File: src/rtl/dcc_pkg.sv
// shared constants for the dual comparator control block
package dcc_pkg;
    localparam logic [11:0] DCC_CTRL_OFFSET = 12'h000;
    localparam logic [11:0] DCC_IRQ_STATUS_OFFSET = 12'h004;
    localparam logic [11:0] DCC_IRQ_MASK_OFFSET = 12'h008;
    localparam int DCC_IDLE_SUPPRESS_BIT = 15;
    localparam int DCC_RESERVED_BIT = 14;
    localparam int DCC_B_FLAG_BIT = 13;
    localparam int DCC_A_FLAG_BIT = 12;
    localparam int DCC_B_ON_BIT = 11;
    localparam int DCC_A_ON_BIT = 10;
    localparam int DCC_B_PAD_BIT = 9;
    localparam int DCC_A_PAD_BIT = 8;
    localparam int DCC_B_RESULT_BIT = 7;
    localparam int DCC_A_RESULT_BIT = 6;
    localparam int DCC_B_INV_BIT = 5;
    localparam int DCC_A_INV_BIT = 4;
    localparam int DCC_B_MINUS_BIT = 3;
    localparam int DCC_B_PLUS_BIT = 2;
    localparam int DCC_A_MINUS_BIT = 1;
    localparam int DCC_A_PLUS_BIT = 0;
    // writable control bits: 15, 11..8, 5..0
    localparam logic [15:0] DCC_CTRL_WMASK = 16'h8F3F;
    localparam logic [15:0] DCC_CTRL_RESET = 16'h0000;
    localparam logic [1:0] DCC_IRQ_RESET = 2'h0;
    localparam logic [1:0] DCC_AXI_OKAY = 2'h0;
    localparam logic [1:0] DCC_AXI_SLVERR = 2'h2;
endpackage

File: src/rtl/dcc_sync.sv
// two-flop synchroniser with change detect on the settled value
`timescale 1ns/1ps
module dcc_sync
(
    input wire logic sys_clk,
    input wire logic resetn,
    input wire logic async_in,
    output logic level_out,
    output logic change_out
);
    typedef struct packed {
        logic meta;
        logic stable;
        logic last;
    } dcc_sync_t;

    dcc_sync_t s_reg;
    dcc_sync_t s_next;

    always_comb
    begin
        s_next = s_reg;
        s_next.meta = async_in;
        s_next.stable = s_reg.meta;
        s_next.last = s_reg.stable;
    end

    always_ff @(posedge sys_clk or negedge resetn)
    begin
        if (!resetn)
        begin
            s_reg <= '0;
        end
        else
        begin
            s_reg <= s_next;
        end
    end

    assign level_out = s_reg.stable;
    assign change_out = s_reg.stable ^ s_reg.last;
endmodule

File: src/rtl/dcc_top.sv
// dual comparator control: axi4-lite registers, routing, flags, interrupt
`timescale 1ns/1ps
module dcc_top
(
    input wire logic sys_clk,
    input wire logic resetn,
    input wire logic device_idle,
    input wire logic cmp_a_raw,
    input wire logic cmp_b_raw,
    output logic cmp_a_on,
    output logic cmp_b_on,
    output logic cmp_a_plus_route,
    output logic cmp_a_minus_route,
    output logic cmp_b_plus_route,
    output logic cmp_b_minus_route,
    output logic cmp_a_pad_out,
    output logic cmp_a_pad_oe_n,
    output logic cmp_b_pad_out,
    output logic cmp_b_pad_oe_n,
    output logic irq,
    input wire logic [11:0] s_axi_awaddr,
    input wire logic s_axi_awvalid,
    output logic s_axi_awready,
    input wire logic [31:0] s_axi_wdata,
    input wire logic [3:0] s_axi_wstrb,
    input wire logic s_axi_wvalid,
    output logic s_axi_wready,
    output logic [1:0] s_axi_bresp,
    output logic s_axi_bvalid,
    input wire logic s_axi_bready,
    input wire logic [11:0] s_axi_araddr,
    input wire logic s_axi_arvalid,
    output logic s_axi_arready,
    output logic [31:0] s_axi_rdata,
    output logic [1:0] s_axi_rresp,
    output logic s_axi_rvalid,
    input wire logic s_axi_rready
);
    typedef struct packed {
        logic [15:0] ctrl;
        logic [1:0] irq_status;
        logic [1:0] irq_mask;
        logic idle_meta;
        logic idle_sync;
        logic [11:0] awaddr;
        logic aw_held;
        logic [31:0] wdata;
        logic [3:0] wstrb;
        logic w_held;
        logic bvalid;
        logic [1:0] bresp;
        logic rvalid;
        logic [31:0] rdata;
        logic [1:0] rresp;
        logic a_pad;
        logic b_pad;
        logic a_oe_n;
        logic b_oe_n;
        logic irq;
    } dcc_state_t;

    dcc_state_t st_reg;
    dcc_state_t st_next;

    logic a_level;
    logic a_change;
    logic b_level;
    logic b_change;
    logic a_result;
    logic b_result;

    dcc_sync u_sync_a
    (
        .sys_clk(sys_clk),
        .resetn(resetn),
        .async_in(cmp_a_raw),
        .level_out(a_level),
        .change_out(a_change)
    );

    dcc_sync u_sync_b
    (
        .sys_clk(sys_clk),
        .resetn(resetn),
        .async_in(cmp_b_raw),
        .level_out(b_level),
        .change_out(b_change)
    );

    // a disabled comparator reports low; its flag then sees no edges
    assign a_result = st_reg.ctrl[dcc_pkg::DCC_A_ON_BIT]
        & (a_level ^ st_reg.ctrl[dcc_pkg::DCC_A_INV_BIT]);
    assign b_result = st_reg.ctrl[dcc_pkg::DCC_B_ON_BIT]
        & (b_level ^ st_reg.ctrl[dcc_pkg::DCC_B_INV_BIT]);

    always_comb
    begin
        logic a_evt;
        logic b_evt;
        logic do_write;
        logic [15:0] wlo;
        logic [15:0] wmask;
        logic [1:0] clr;
        logic [1:0] clr_irq;
        logic [1:0] flags;
        logic [1:0] pending;
        a_evt = 1'b0;
        b_evt = 1'b0;
        do_write = 1'b0;
        wlo = 16'h0000;
        wmask = 16'h0000;
        clr = 2'h0;
        clr_irq = 2'h0;
        flags = 2'h0;
        pending = 2'h0;
        st_next = st_reg;

        st_next.idle_meta = device_idle;
        st_next.idle_sync = st_reg.idle_meta;

        // only raw input edges count; toggling invert alone sets no flag
        a_evt = st_reg.ctrl[dcc_pkg::DCC_A_ON_BIT] & a_change;
        b_evt = st_reg.ctrl[dcc_pkg::DCC_B_ON_BIT] & b_change;

        // write channel capture, either order
        if (!st_reg.aw_held && s_axi_awvalid)
        begin
            st_next.aw_held = 1'b1;
            st_next.awaddr = s_axi_awaddr;
        end
        if (!st_reg.w_held && s_axi_wvalid)
        begin
            st_next.w_held = 1'b1;
            st_next.wdata = s_axi_wdata;
            st_next.wstrb = s_axi_wstrb;
        end

        if (st_reg.aw_held && st_reg.w_held && !st_reg.bvalid)
        begin
            do_write = 1'b1;
            st_next.aw_held = 1'b0;
            st_next.w_held = 1'b0;
            st_next.bvalid = 1'b1;
            st_next.bresp = dcc_pkg::DCC_AXI_OKAY;
        end
        if (st_reg.bvalid && s_axi_bready)
        begin
            st_next.bvalid = 1'b0;
        end

        wlo = st_reg.wdata[15:0];
        wmask = {{8{st_reg.wstrb[1]}}, {8{st_reg.wstrb[0]}}};

        if (do_write)
        begin
            case (st_reg.awaddr[11:2])
                dcc_pkg::DCC_CTRL_OFFSET[11:2]:
                begin
                    st_next.ctrl = (st_reg.ctrl & ~(wmask & dcc_pkg::DCC_CTRL_WMASK))
                        | (wlo & wmask & dcc_pkg::DCC_CTRL_WMASK);
                    // writing zero to a flag clears it
                    clr[0] = wmask[dcc_pkg::DCC_A_FLAG_BIT] & ~wlo[dcc_pkg::DCC_A_FLAG_BIT];
                    clr[1] = wmask[dcc_pkg::DCC_B_FLAG_BIT] & ~wlo[dcc_pkg::DCC_B_FLAG_BIT];
                end
                dcc_pkg::DCC_IRQ_STATUS_OFFSET[11:2]:
                begin
                    // separate from the flag clear: a control write keeps pending status
                    clr_irq = st_reg.wdata[1:0] & {2{st_reg.wstrb[0]}};
                end
                dcc_pkg::DCC_IRQ_MASK_OFFSET[11:2]:
                begin
                    if (st_reg.wstrb[0])
                    begin
                        st_next.irq_mask = st_reg.wdata[1:0];
                    end
                end
                default:
                begin
                    st_next.bresp = dcc_pkg::DCC_AXI_SLVERR;
                end
            endcase
        end

        // set wins over clear
        flags = {st_reg.ctrl[dcc_pkg::DCC_B_FLAG_BIT], st_reg.ctrl[dcc_pkg::DCC_A_FLAG_BIT]};
        flags = (flags & ~clr) | {b_evt, a_evt};
        st_next.ctrl[dcc_pkg::DCC_A_FLAG_BIT] = flags[0];
        st_next.ctrl[dcc_pkg::DCC_B_FLAG_BIT] = flags[1];
        st_next.ctrl[dcc_pkg::DCC_A_RESULT_BIT] = a_result;
        st_next.ctrl[dcc_pkg::DCC_B_RESULT_BIT] = b_result;
        st_next.ctrl[dcc_pkg::DCC_RESERVED_BIT] = 1'b0;

        // interrupt status: events are dropped while suppressed in idle
        pending = {b_evt, a_evt};
        if (st_reg.ctrl[dcc_pkg::DCC_IDLE_SUPPRESS_BIT] && st_reg.idle_sync)
        begin
            pending = 2'h0;
        end
        st_next.irq_status = (st_reg.irq_status & ~clr_irq) | pending;
        st_next.irq = |(st_next.irq_status & st_next.irq_mask);

        // pads follow the same inverted result as status
        st_next.a_pad = a_result;
        st_next.b_pad = b_result;
        st_next.a_oe_n = ~st_next.ctrl[dcc_pkg::DCC_A_PAD_BIT];
        st_next.b_oe_n = ~st_next.ctrl[dcc_pkg::DCC_B_PAD_BIT];

        // read channel
        if (st_reg.rvalid && s_axi_rready)
        begin
            st_next.rvalid = 1'b0;
        end
        if (!st_reg.rvalid && s_axi_arvalid)
        begin
            st_next.rvalid = 1'b1;
            st_next.rresp = dcc_pkg::DCC_AXI_OKAY;
            case (s_axi_araddr[11:2])
                dcc_pkg::DCC_CTRL_OFFSET[11:2]:
                    st_next.rdata = {16'h0000, st_reg.ctrl};
                dcc_pkg::DCC_IRQ_STATUS_OFFSET[11:2]:
                    st_next.rdata = {30'h0, st_reg.irq_status};
                dcc_pkg::DCC_IRQ_MASK_OFFSET[11:2]:
                    st_next.rdata = {30'h0, st_reg.irq_mask};
                default:
                begin
                    st_next.rdata = 32'h00000000;
                    st_next.rresp = dcc_pkg::DCC_AXI_SLVERR;
                end
            endcase
        end
    end

    always_ff @(posedge sys_clk or negedge resetn)
    begin
        if (!resetn)
        begin
            st_reg <= '0;
            st_reg.ctrl <= dcc_pkg::DCC_CTRL_RESET;
            st_reg.irq_status <= dcc_pkg::DCC_IRQ_RESET;
            st_reg.irq_mask <= dcc_pkg::DCC_IRQ_RESET;
            st_reg.a_oe_n <= 1'b1;
            st_reg.b_oe_n <= 1'b1;
        end
        else
        begin
            st_reg <= st_next;
        end
    end

    // control outputs are register bits, so they come straight from flops
    assign cmp_a_on = st_reg.ctrl[dcc_pkg::DCC_A_ON_BIT];
    assign cmp_b_on = st_reg.ctrl[dcc_pkg::DCC_B_ON_BIT];
    assign cmp_a_plus_route = st_reg.ctrl[dcc_pkg::DCC_A_PLUS_BIT];
    assign cmp_a_minus_route = st_reg.ctrl[dcc_pkg::DCC_A_MINUS_BIT];
    assign cmp_b_plus_route = st_reg.ctrl[dcc_pkg::DCC_B_PLUS_BIT];
    assign cmp_b_minus_route = st_reg.ctrl[dcc_pkg::DCC_B_MINUS_BIT];
    assign cmp_a_pad_out = st_reg.a_pad;
    assign cmp_b_pad_out = st_reg.b_pad;
    assign cmp_a_pad_oe_n = st_reg.a_oe_n;
    assign cmp_b_pad_oe_n = st_reg.b_oe_n;
    assign irq = st_reg.irq;
    assign s_axi_awready = ~st_reg.aw_held;
    assign s_axi_wready = ~st_reg.w_held;
    assign s_axi_bvalid = st_reg.bvalid;
    assign s_axi_bresp = st_reg.bresp;
    assign s_axi_arready = ~st_reg.rvalid;
    assign s_axi_rvalid = st_reg.rvalid;
    assign s_axi_rdata = st_reg.rdata;
    assign s_axi_rresp = st_reg.rresp;
endmodule

File: config.mk
export PLATFORM = sky130hd
export DESIGN_NAME = dcc_top
export DESIGN_NICKNAME = d
export VERILOG_FILES = /design/src/rtl/dcc_pkg.sv /design/src/rtl/dcc_sync.sv /design/src/rtl/dcc_top.sv
export SDC_FILE = /design/constraint.sdc
export NUM_CORES = 1
export LEC_CHECK = 0
export BUFFER_PORTS_ARGS = -buffer_cell sky130_fd_sc_hd__buf_2
export CAP_MARGIN = 20
export CORE_MARGIN = 2
export CORE_UTILIZATION = 49
export DETAILED_ROUTE_END_ITERATION = 10
export HOLD_SLACK_MARGIN = 0.15
export PLACE_DENSITY_LB_ADDON = 0.15
export SYNTH_ARGS = -nofsm -noshare
export SYNTH_HDL_FRONTEND = slang
export SYNTH_SLANG_ARGS = --single-unit
File: constraint.sdc
create_clock -name sys_clk -period 2.07 [get_ports sys_clk]
set_clock_uncertainty 0.15 [all_clocks]
set_input_delay 0.1035 -clock sys_clk [delete_from_list [all_inputs] [get_ports sys_clk]]
set_output_delay 0.1035 -clock sys_clk [all_outputs]
set_load 0.03 [all_outputs]
-- Word level (Yosys, flattened, before mapping)
Cells that the tools add are included.
- bits of input ports: 70
- flip-flop bits (word level): 102
- eq/ne operators: 4
- reductions and logical operators: 22
- bitwise operators: 29
- muxes and demuxes: 22
- operators by type and width (kind ; number):
    $pmux W16 S3 ; 1
    $mux W35 ; 1
    $and A16 B16 Y16 ; 2
    $mux W2 ; 11
    $eq A10 B1 Y1 const B ; 2
    $eq A10 B2 Y1 const B ; 2
    $logic_not A10 Y1 ; 2
    $mux W10 ; 2
    $not A16 Y16 ; 1
    $or A16 B16 Y16 ; 1
    $and A2 B2 Y2 ; 4
    $logic_and A1 B1 Y1 ; 8
    $reduce_bool A2 Y1 ; 4
    $not A1 Y1 ; 7
    $and A1 B1 Y1 ; 6
    $mux W1 ; 6
    $reduce_or A3 Y1 ; 2
    $logic_not A1 Y1 ; 4
    $mux W4 ; 1
    $not A2 Y2 ; 2
    $or A2 B2 Y2 ; 2
    $xor A1 B1 Y1 ; 4
    $reduce_and A2 Y1 ; 1
    $reduce_or A2 Y1 ; 1

-- Depth between registers and ports, before layout
Gate-level depths: netlist of run 1.
- word-level depth: 9
- depth in mapped cells: 6
- mapped depth without buffers: 4

-- Modules after synthesis
A second synthesis of run 1 with hierarchy kept.
- cell total of the unflattened synthesis: 238
- area total of the unflattened synthesis: 3248.1 µm²
- by module, submodules not included (module ; area each (µm²) ; cells an instance ; times used ; sequential area each (µm²)):
    dcc_top ; 3080.5 ; 230 ; 1 ; 1779.2
    dcc_sync ; 83.8 ; 4 ; 2 ; 75.1

-- Worst setup path before layout of run 1
No wires, ideal clock.
- kind: reg2reg
- from: register st_reg, in the netlist s_axi_bvalid
- to: register st_reg, in the netlist irq
- library setup time: 0.121 ns
- setup slack: 0.120 ns
- path buffers: 1
- stages on the path, launching flop included: 6
- data required time: 1.799 ns
- arrival: 1.679 ns
- clock period less this slack: 1.950 ns
- cells stage by stage: dfrtp_1 -> and3b_1 -> buf_2 -> and4_1 -> mux2_2 -> a22o_1
- RTL lines (item ; line ; RTL):
    start, declared ; dcc_top.sv:62 ; dcc_state_t st_reg;
    start signal, assigned ; dcc_top.sv:246 ; st_reg <= st_next;

==> results of run 1 <==
report_power, final:
group	total [mW]	switching [mW]	internal, mW	leakage (nW)
logic	0.929	0.453	0.476	1.07
clock network	1.12	0.496	0.626	0.0979
registers	2.10	0.259	1.84	0.976
total	4.15	1.21	2.94	2.15
cells in the mapped netlist (all sizes together):
| cell type | number | area share, % |
|---|---|---|
| dfrtp | 75 | 58 |
| buf | 39 | 8.8 |
| mux2 | 36 | 13 |
| a22o | 16 | 4.3 |
| nand2 | 11 | 1.3 |
| o21ai | 7 | 1.1 |
| inv | 6 | 0.70 |
| nand4 | 5 | 1.4 |
| nor2 | 5 | 0.58 |
| nor4 | 5 | 2.1 |
| clkbuf | 4 | 0.47 |
| mux2i | 4 | 1.2 |
| nor2b | 4 | 0.78 |
| xor2 | 4 | 1.1 |
| a21o | 2 | 0.47 |
| and2 | 2 | 0.39 |
| and3 | 2 | 0.39 |
| and3b | 2 | 0.54 |
| and4b | 2 | 0.62 |
| dfstp | 2 | 1.6 |
| nor3b | 2 | 0.47 |
| a21oi | 1 | 0.15 |
| and4 | 1 | 0.27 |
| conb | 1 | 0.12 |
| nand3 | 1 | 0.15 |
| o21a | 1 | 0.23 |
stage by stage:
stage / total power [mW] / cells / hold WS, ps
2_1_floorplan: 2.74 / 257 / -342
3_3_place_gp: 2.97 / 378 / 64.1
3_5_place_dp: 3.00 / 378 / 63.3
4_1_cts: 4.20 / 434 / 201
5_1_grt: 4.40 / 433 / 210
6_report: 4.15 / 433 / 197
kinds of logic (layout without fill, tap and decap cells):
group / Yosys count / after routing / share of synthesized area [%]
AO/OA/AOI/OAI: 27 / 27 / 6.28
XOR/XNOR: 4 / 4 / 1.09
buffers and inverters: 49 / 148 / 10.0
flip-flops: 77 / 77 / 59.8
multiplexers: 40 / 40 / 13.8
other: 1 / 18 / 0.116
AND/OR/NAND/NOR: 42 / 42 / 8.92
what timing repair did:
item	CTS	global route
endpoints found under the setup margin	0	1
hold buffers	40	0
hold endpoints to repair	98	0
metal layers:
metal / global-route usage (%) / wire, µm / part of all wire, % / up-vias
li1: - / - / - / 1006
met1: 24.0 / 2590 / 45 / 993
met2: 25.8 / 2650 / 46 / 74
met3: 3.79 / 349 / 6.1 / 9
met4: 9.09 / 108 / 1.9 / 0
met5: 0 / 0 / 0 / -
placed cells by master (no fill, tap or decap), types with 2 or more instances in the layout:
cell type	netlist	layout
nor2b_1	4	4
dfstp_2	2	2
buf_4	36	10
o21ai_1	3	3
nor3b_1	2	2
mux2i_1	4	4
inv_1	6	6
clkbuf_8	0	11
and4b_1	2	2
mux2_1	17	17
a21o_1	2	2
nand4_2	2	2
dfrtp_1	75	75
and3_1	2	2
nand4_1	3	3
mux2_2	19	19
nor4_1	2	2
buf_2	3	77
and2_1	2	2
a22o_1	16	16
xor2_1	4	4
and3b_1	2	2
dlygate4sd3_1	0	39
clkbuf_1	4	4
nand2_1	11	11
o21ai_0	4	4
nor4_4	2	2
nor2_1	5	5
conb_1	1	18
layout make-up:
cell class | count | area share [%]
Timing Repair Buffer | 126 | 20.6
Clock buffer | 15 | 4.03
Clock inverter | 1 | 0.726
Inverter | 6 | 0.545
Multi-Input combinational cell | 131 | 25.1
Sequential cell | 77 | 46.7
Tap cell | 77 | 2.33
worst max-delay path by stage:
| stage | end | cells past startpoint | startpoint | slack (ps) |
|---|---|---|---|---|
| 2_1_floorplan | irq | 5 | s_axi_bvalid | 120 |
| 3_3_place_gp | irq | 4 | st_reg[90] | 150 |
| 3_5_place_dp | irq | 4 | st_reg[86] | 130 |
| 4_1_cts | s_axi_rresp[1] | 6 | s_axi_araddr[2] | 60 |
| 5_1_grt | irq | 4 | st_reg[90] | 20 |
| 6_report | irq | 4 | st_reg[86] | 120 |
==> impl_metrics.ini, run 1 <==
[global_routing]
grt_pass1_vias = 2009
grt_pass1_wl_mm = 9.71
antenna_found_initial = 0
grt_max_degree = 64
grt_util_all_layers_pct = 17.3
grt_overflow = 0

[setup_path]
worstPathRequired_ps = 2150
cp-start-kind = flip-flop
critPathKind = reg -> reg
path_delay_family = simple AND/OR/NAND/NOR gates
cp_num_buf_inv = 0
r2r_end = irq
r2r-start = st_reg[86]
crit_slowest_cell = dfrtp_1
reg2reg_slack_ps = 120
critical_path_arrival_ps = 2020
crit_fanout = 4
critPathCaptureType = flip-flop
reg2reg_depth = 4
crit_path_cell_trace = nor4_4 > and4_1 > mux2_2 > a22o_1
critPathMaxStageDelay_ps = 410

[clocking]
cts.sinks = 77
cts_tree = yes
cts.reportedPaths.clkPinSlew_ps = 70
worstSkewPairLatency_ps = 340
clockBufferDepth = 2
cts_root_buf = clkbuf_8
cts-htree-levels = 3
post-cts-setup-buffer-count = 0
postCtsResizedCells = 0
cts_buffers = 9

[detailed_routing]
via_per_inst = 4.81
ant_nets = 0
route.final.wire_length_mm = 5.70
drtIter0Drc = 95
dr_total_vias = 2082
route.detailed.drc = 0
wl_per_cell_um = 13.2
first_pass_iters = 4

[pwr]
p_leak_nw = 2.15
ir_drop_mv = 0.813
powerDensity_nw_per_um2 = 1000

[outcome]
status = finished clean

[floorplanning]
io_pins = 122
chipWidth_um = 85.2
core_um2 = 6350
die_area_um2 = 7250
num_rows = 29
die_h_um = 85.2
initial_core_util_pct = 50.8

[yosys]
synthCells = 240
syn-cell-area_um2 = 3230
synth-seq-area-share_pct = 59.8
synth_seq_cells = 77
syn_avg_cell_area_um2 = 13.4
ys_types = 32
yosys_warnings = 0

[sta]
hold_viol = 0
rsz0062_at_grt = false
fin_crit_sh_pct = 94.0
tns_ps = 0
relSlewSlack_pct = 48.3
setup_ws_ps = 124
setup_viol = 0
clock.fmax_mhz = 514
tightestPinTransition_ps = 775
finalMaxSlewViolations = 0
min_period_ps = 1950

[placement]
place_area_um2 = 3550
post-place-ws_ps = 134
hpwlAfterDp_mm = 3.89
port_buffers = 78
gp_congestion = 0.736

[cells_and_area]
num-nets-final = 421
syn2layout_area_growth_pct = 28.1
fin_area_um2 = 4130
drive_gt1_share_pct = 35.1
fill_cells = 499
final_util_pct = 65.1
multi_input_area_um2 = 1040
regArea_um2 = 1930
antennaDiodeCount = 0

[hold_path]
worstHoldPathType = reg -> reg
min_to = u_sync_b.level_out
hold_depth = 0
min-delay-start = u_sync_b.s_next[1]

[job]
cap_violations = 0
Note: power is estimated with default switching activity, not from simulation.
==> inputs of run 2 (changes only) <==
CELL_PAD_IN_SITES_DETAIL_PLACEMENT = 2   (was unset)
CELL_PAD_IN_SITES_GLOBAL_PLACEMENT = 2   (was unset)
CORE_UTILIZATION = 31   (was 49)
RECOVER_POWER = 25   (was unset)
==> run 2 against run 1 <==
Sequential share of layout area fell by 1.4 points. Non-clock buffer count grew 3. Fmax up 2.1%. Register-to-register slack better by 60 ps. Flip-flop and latch count stayed put. Global-route usage is 2.9 points lower. Worst setup slack better by 40 ps. Worst hold slack lost 0.83 ps.
==> impl_metrics.ini, run 2 (synthesized netlist as in run 1, its figures left out) <==
[setup_path]
crit_path_cell_trace = buf_2 > nor4_1 > nand2_1 > dlygate4sd3_1 > nor2_2 > a22o_1 > dlygate4sd3_1
cp-start-kind = primary input
worstPathRequired_ps = 2200
crit_fanout = 3
critPathMaxStageDelay_ps = 590
critPathCaptureType = flip-flop
critPathKind = in -> reg
crit_top_cell = dlygate4sd3_1
crit_slowest_cell = dlygate4sd3_1
critical_path_arrival_ps = 2030

[detailed_routing]
dr_total_vias = 2199
ant_nets = 0
first_pass_iters = 3
wl_per_cell_um = 15.1
route.detailed.drc = 0
route.final.wire_length_mm = 7.49
via_per_inst = 4.44
drtIter0Drc = 35

[global_routing]
grt_pass1_vias = 2420
grt_overflow = 0
antenna_found_initial = 0
grt_util_all_layers_pct = 14.5
grt_max_degree = 46
grt_pass1_wl_mm = 12.6

[floorplanning]
die_area_um2 = 11200
initial_core_util_pct = 31.5
chipWidth_um = 106
core_um2 = 10200
io_pins = 122
die_h_um = 106
num_rows = 37

[clocking]
post-cts-setup-buffer-count = 0
clockBufferDepth = 2
cts-htree-levels = 3
cts.sinks = 77
cts.reportedPaths.clkPinSlew_ps = 80
cts_buffers = 9
worstSkewPairLatency_ps = 340
cts_tree = yes
cts_root_buf = clkbuf_8

[cells_and_area]
num-nets-final = 424
layout_common_cells = dfrtp_1, buf_2, dlygate4sd3_1
drive_gt1_share_pct = 32.9
syn2layout_area_growth_pct = 32.1
final_common_cell = dfrtp_1
antennaDiodeCount = 0

[placement]
port_buffers = 78
gp_congestion = 0.627
hpwlAfterDp_mm = 5.00
post-place-ws_ps = 215

[sta]
clock.fmax_mhz = 524
fin_crit_sh_pct = 92.1
min_period_ps = 1910
rsz0062_at_grt = false
relSlewSlack_pct = 46.2
finalMaxSlewViolations = 0
setup_ws_ps = 163
tightestPinTransition_ps = 807
setup_viol = 0
tns_ps = 0
hold_viol = 0

[outcome]
status = finished clean

[pwr]
p_leak_nw = 2.13
ir_drop_mv = 0.453
powerDensity_nw_per_um2 = 1020

[job]
cap_violations = 0

[hold_path]
worstHoldPathType = in -> reg
-- run 2: cell types whose count changed in the layout (fill, tap and decap cells not counted), sizes merged --
cell,delta
bufinv,+1
clkinvlp,+1
buf,-12
clkbuf,+11
dlygate4sd3,+2
-- run 2: path summary, 6_finish.rpt --
kind | startpoint | to | slack, ps | cells past startpoint
worst max register to register | st_reg[86] | flip-flop | 180 | 4
worst min-delay path | s_axi_araddr[2] | s_axi_rdata[1] | 200 | 4
max in group asynchronous | resetn | st_reg[97] | 360 | 4
worst max-delay path | s_axi_araddr[7] | s_axi_rdata[0] | 160 | 7
worst min register to register | u_sync_b.s_next[1] | u_sync_b.level_out | 210 | 0
min in group asynchronous | resetn | u_sync_b.level_out | 670 | 4
-- run 2: worst max-delay path, delay by kind of cell --
kind,cells,cell delay (ps)
AND/OR/NAND/NOR,3,530
buffers and inverters,3,1240
AO/OA/AOI/OAI,1,160
-- run 2: layout make-up --
cell class | count | area, µm²
fill | 1068 | 5970
inverter | 6 | 22.5
tap | 136 | 170
clock inverter | 3 | 67.6
clock buffer | 13 | 159
sequential | 77 | 1930
timing repair buffer | 129 | 871
multi-input combinational | 131 | 1040
-- run 2: timing repair --
| item | in CTS | in global routing |
|---|---|---|
| gates resized for setup | 0 | 1 |
| endpoints found under the hold margin | 112 | 0 |
| hold buffers | 43 | 0 |
| setup endpoints to repair | 0 | 2 |
-- run 2: routing by layer --
metal,GRT usage (%),up-vias,wire length (µm)
met4,5.08,0,92
met1,18.8,1117,3340
met2,23.5,63,3670
met5,0,-,0
li1,-,1012,-
met3,3.68,7,383
-- run 2: power breakdown --
group | switching (mW) | total [mW] | leakage [nW] | internal, mW
clock network | 0.546 | 1.29 | 0.110 | 0.747
registers | 0.275 | 2.11 | 0.976 | 1.84
logic | 0.481 | 0.964 | 1.05 | 0.483
-- run 2: metrics by stage --
step	power [mW]	cells	hold WS [ps]	area, µm²	utilization (%)
3_5_place_dp	3.08	437	-54.6	3640	35.5
6_report	4.37	495	196	4260	41.7
2_1_floorplan	2.74	257	-342	3290	-
5_1_grt	4.64	495	214	4260	41.7
3_3_place_gp	3.02	437	-64.2	3640	35.5
4_1_cts	4.45	496	186	4300	42.1
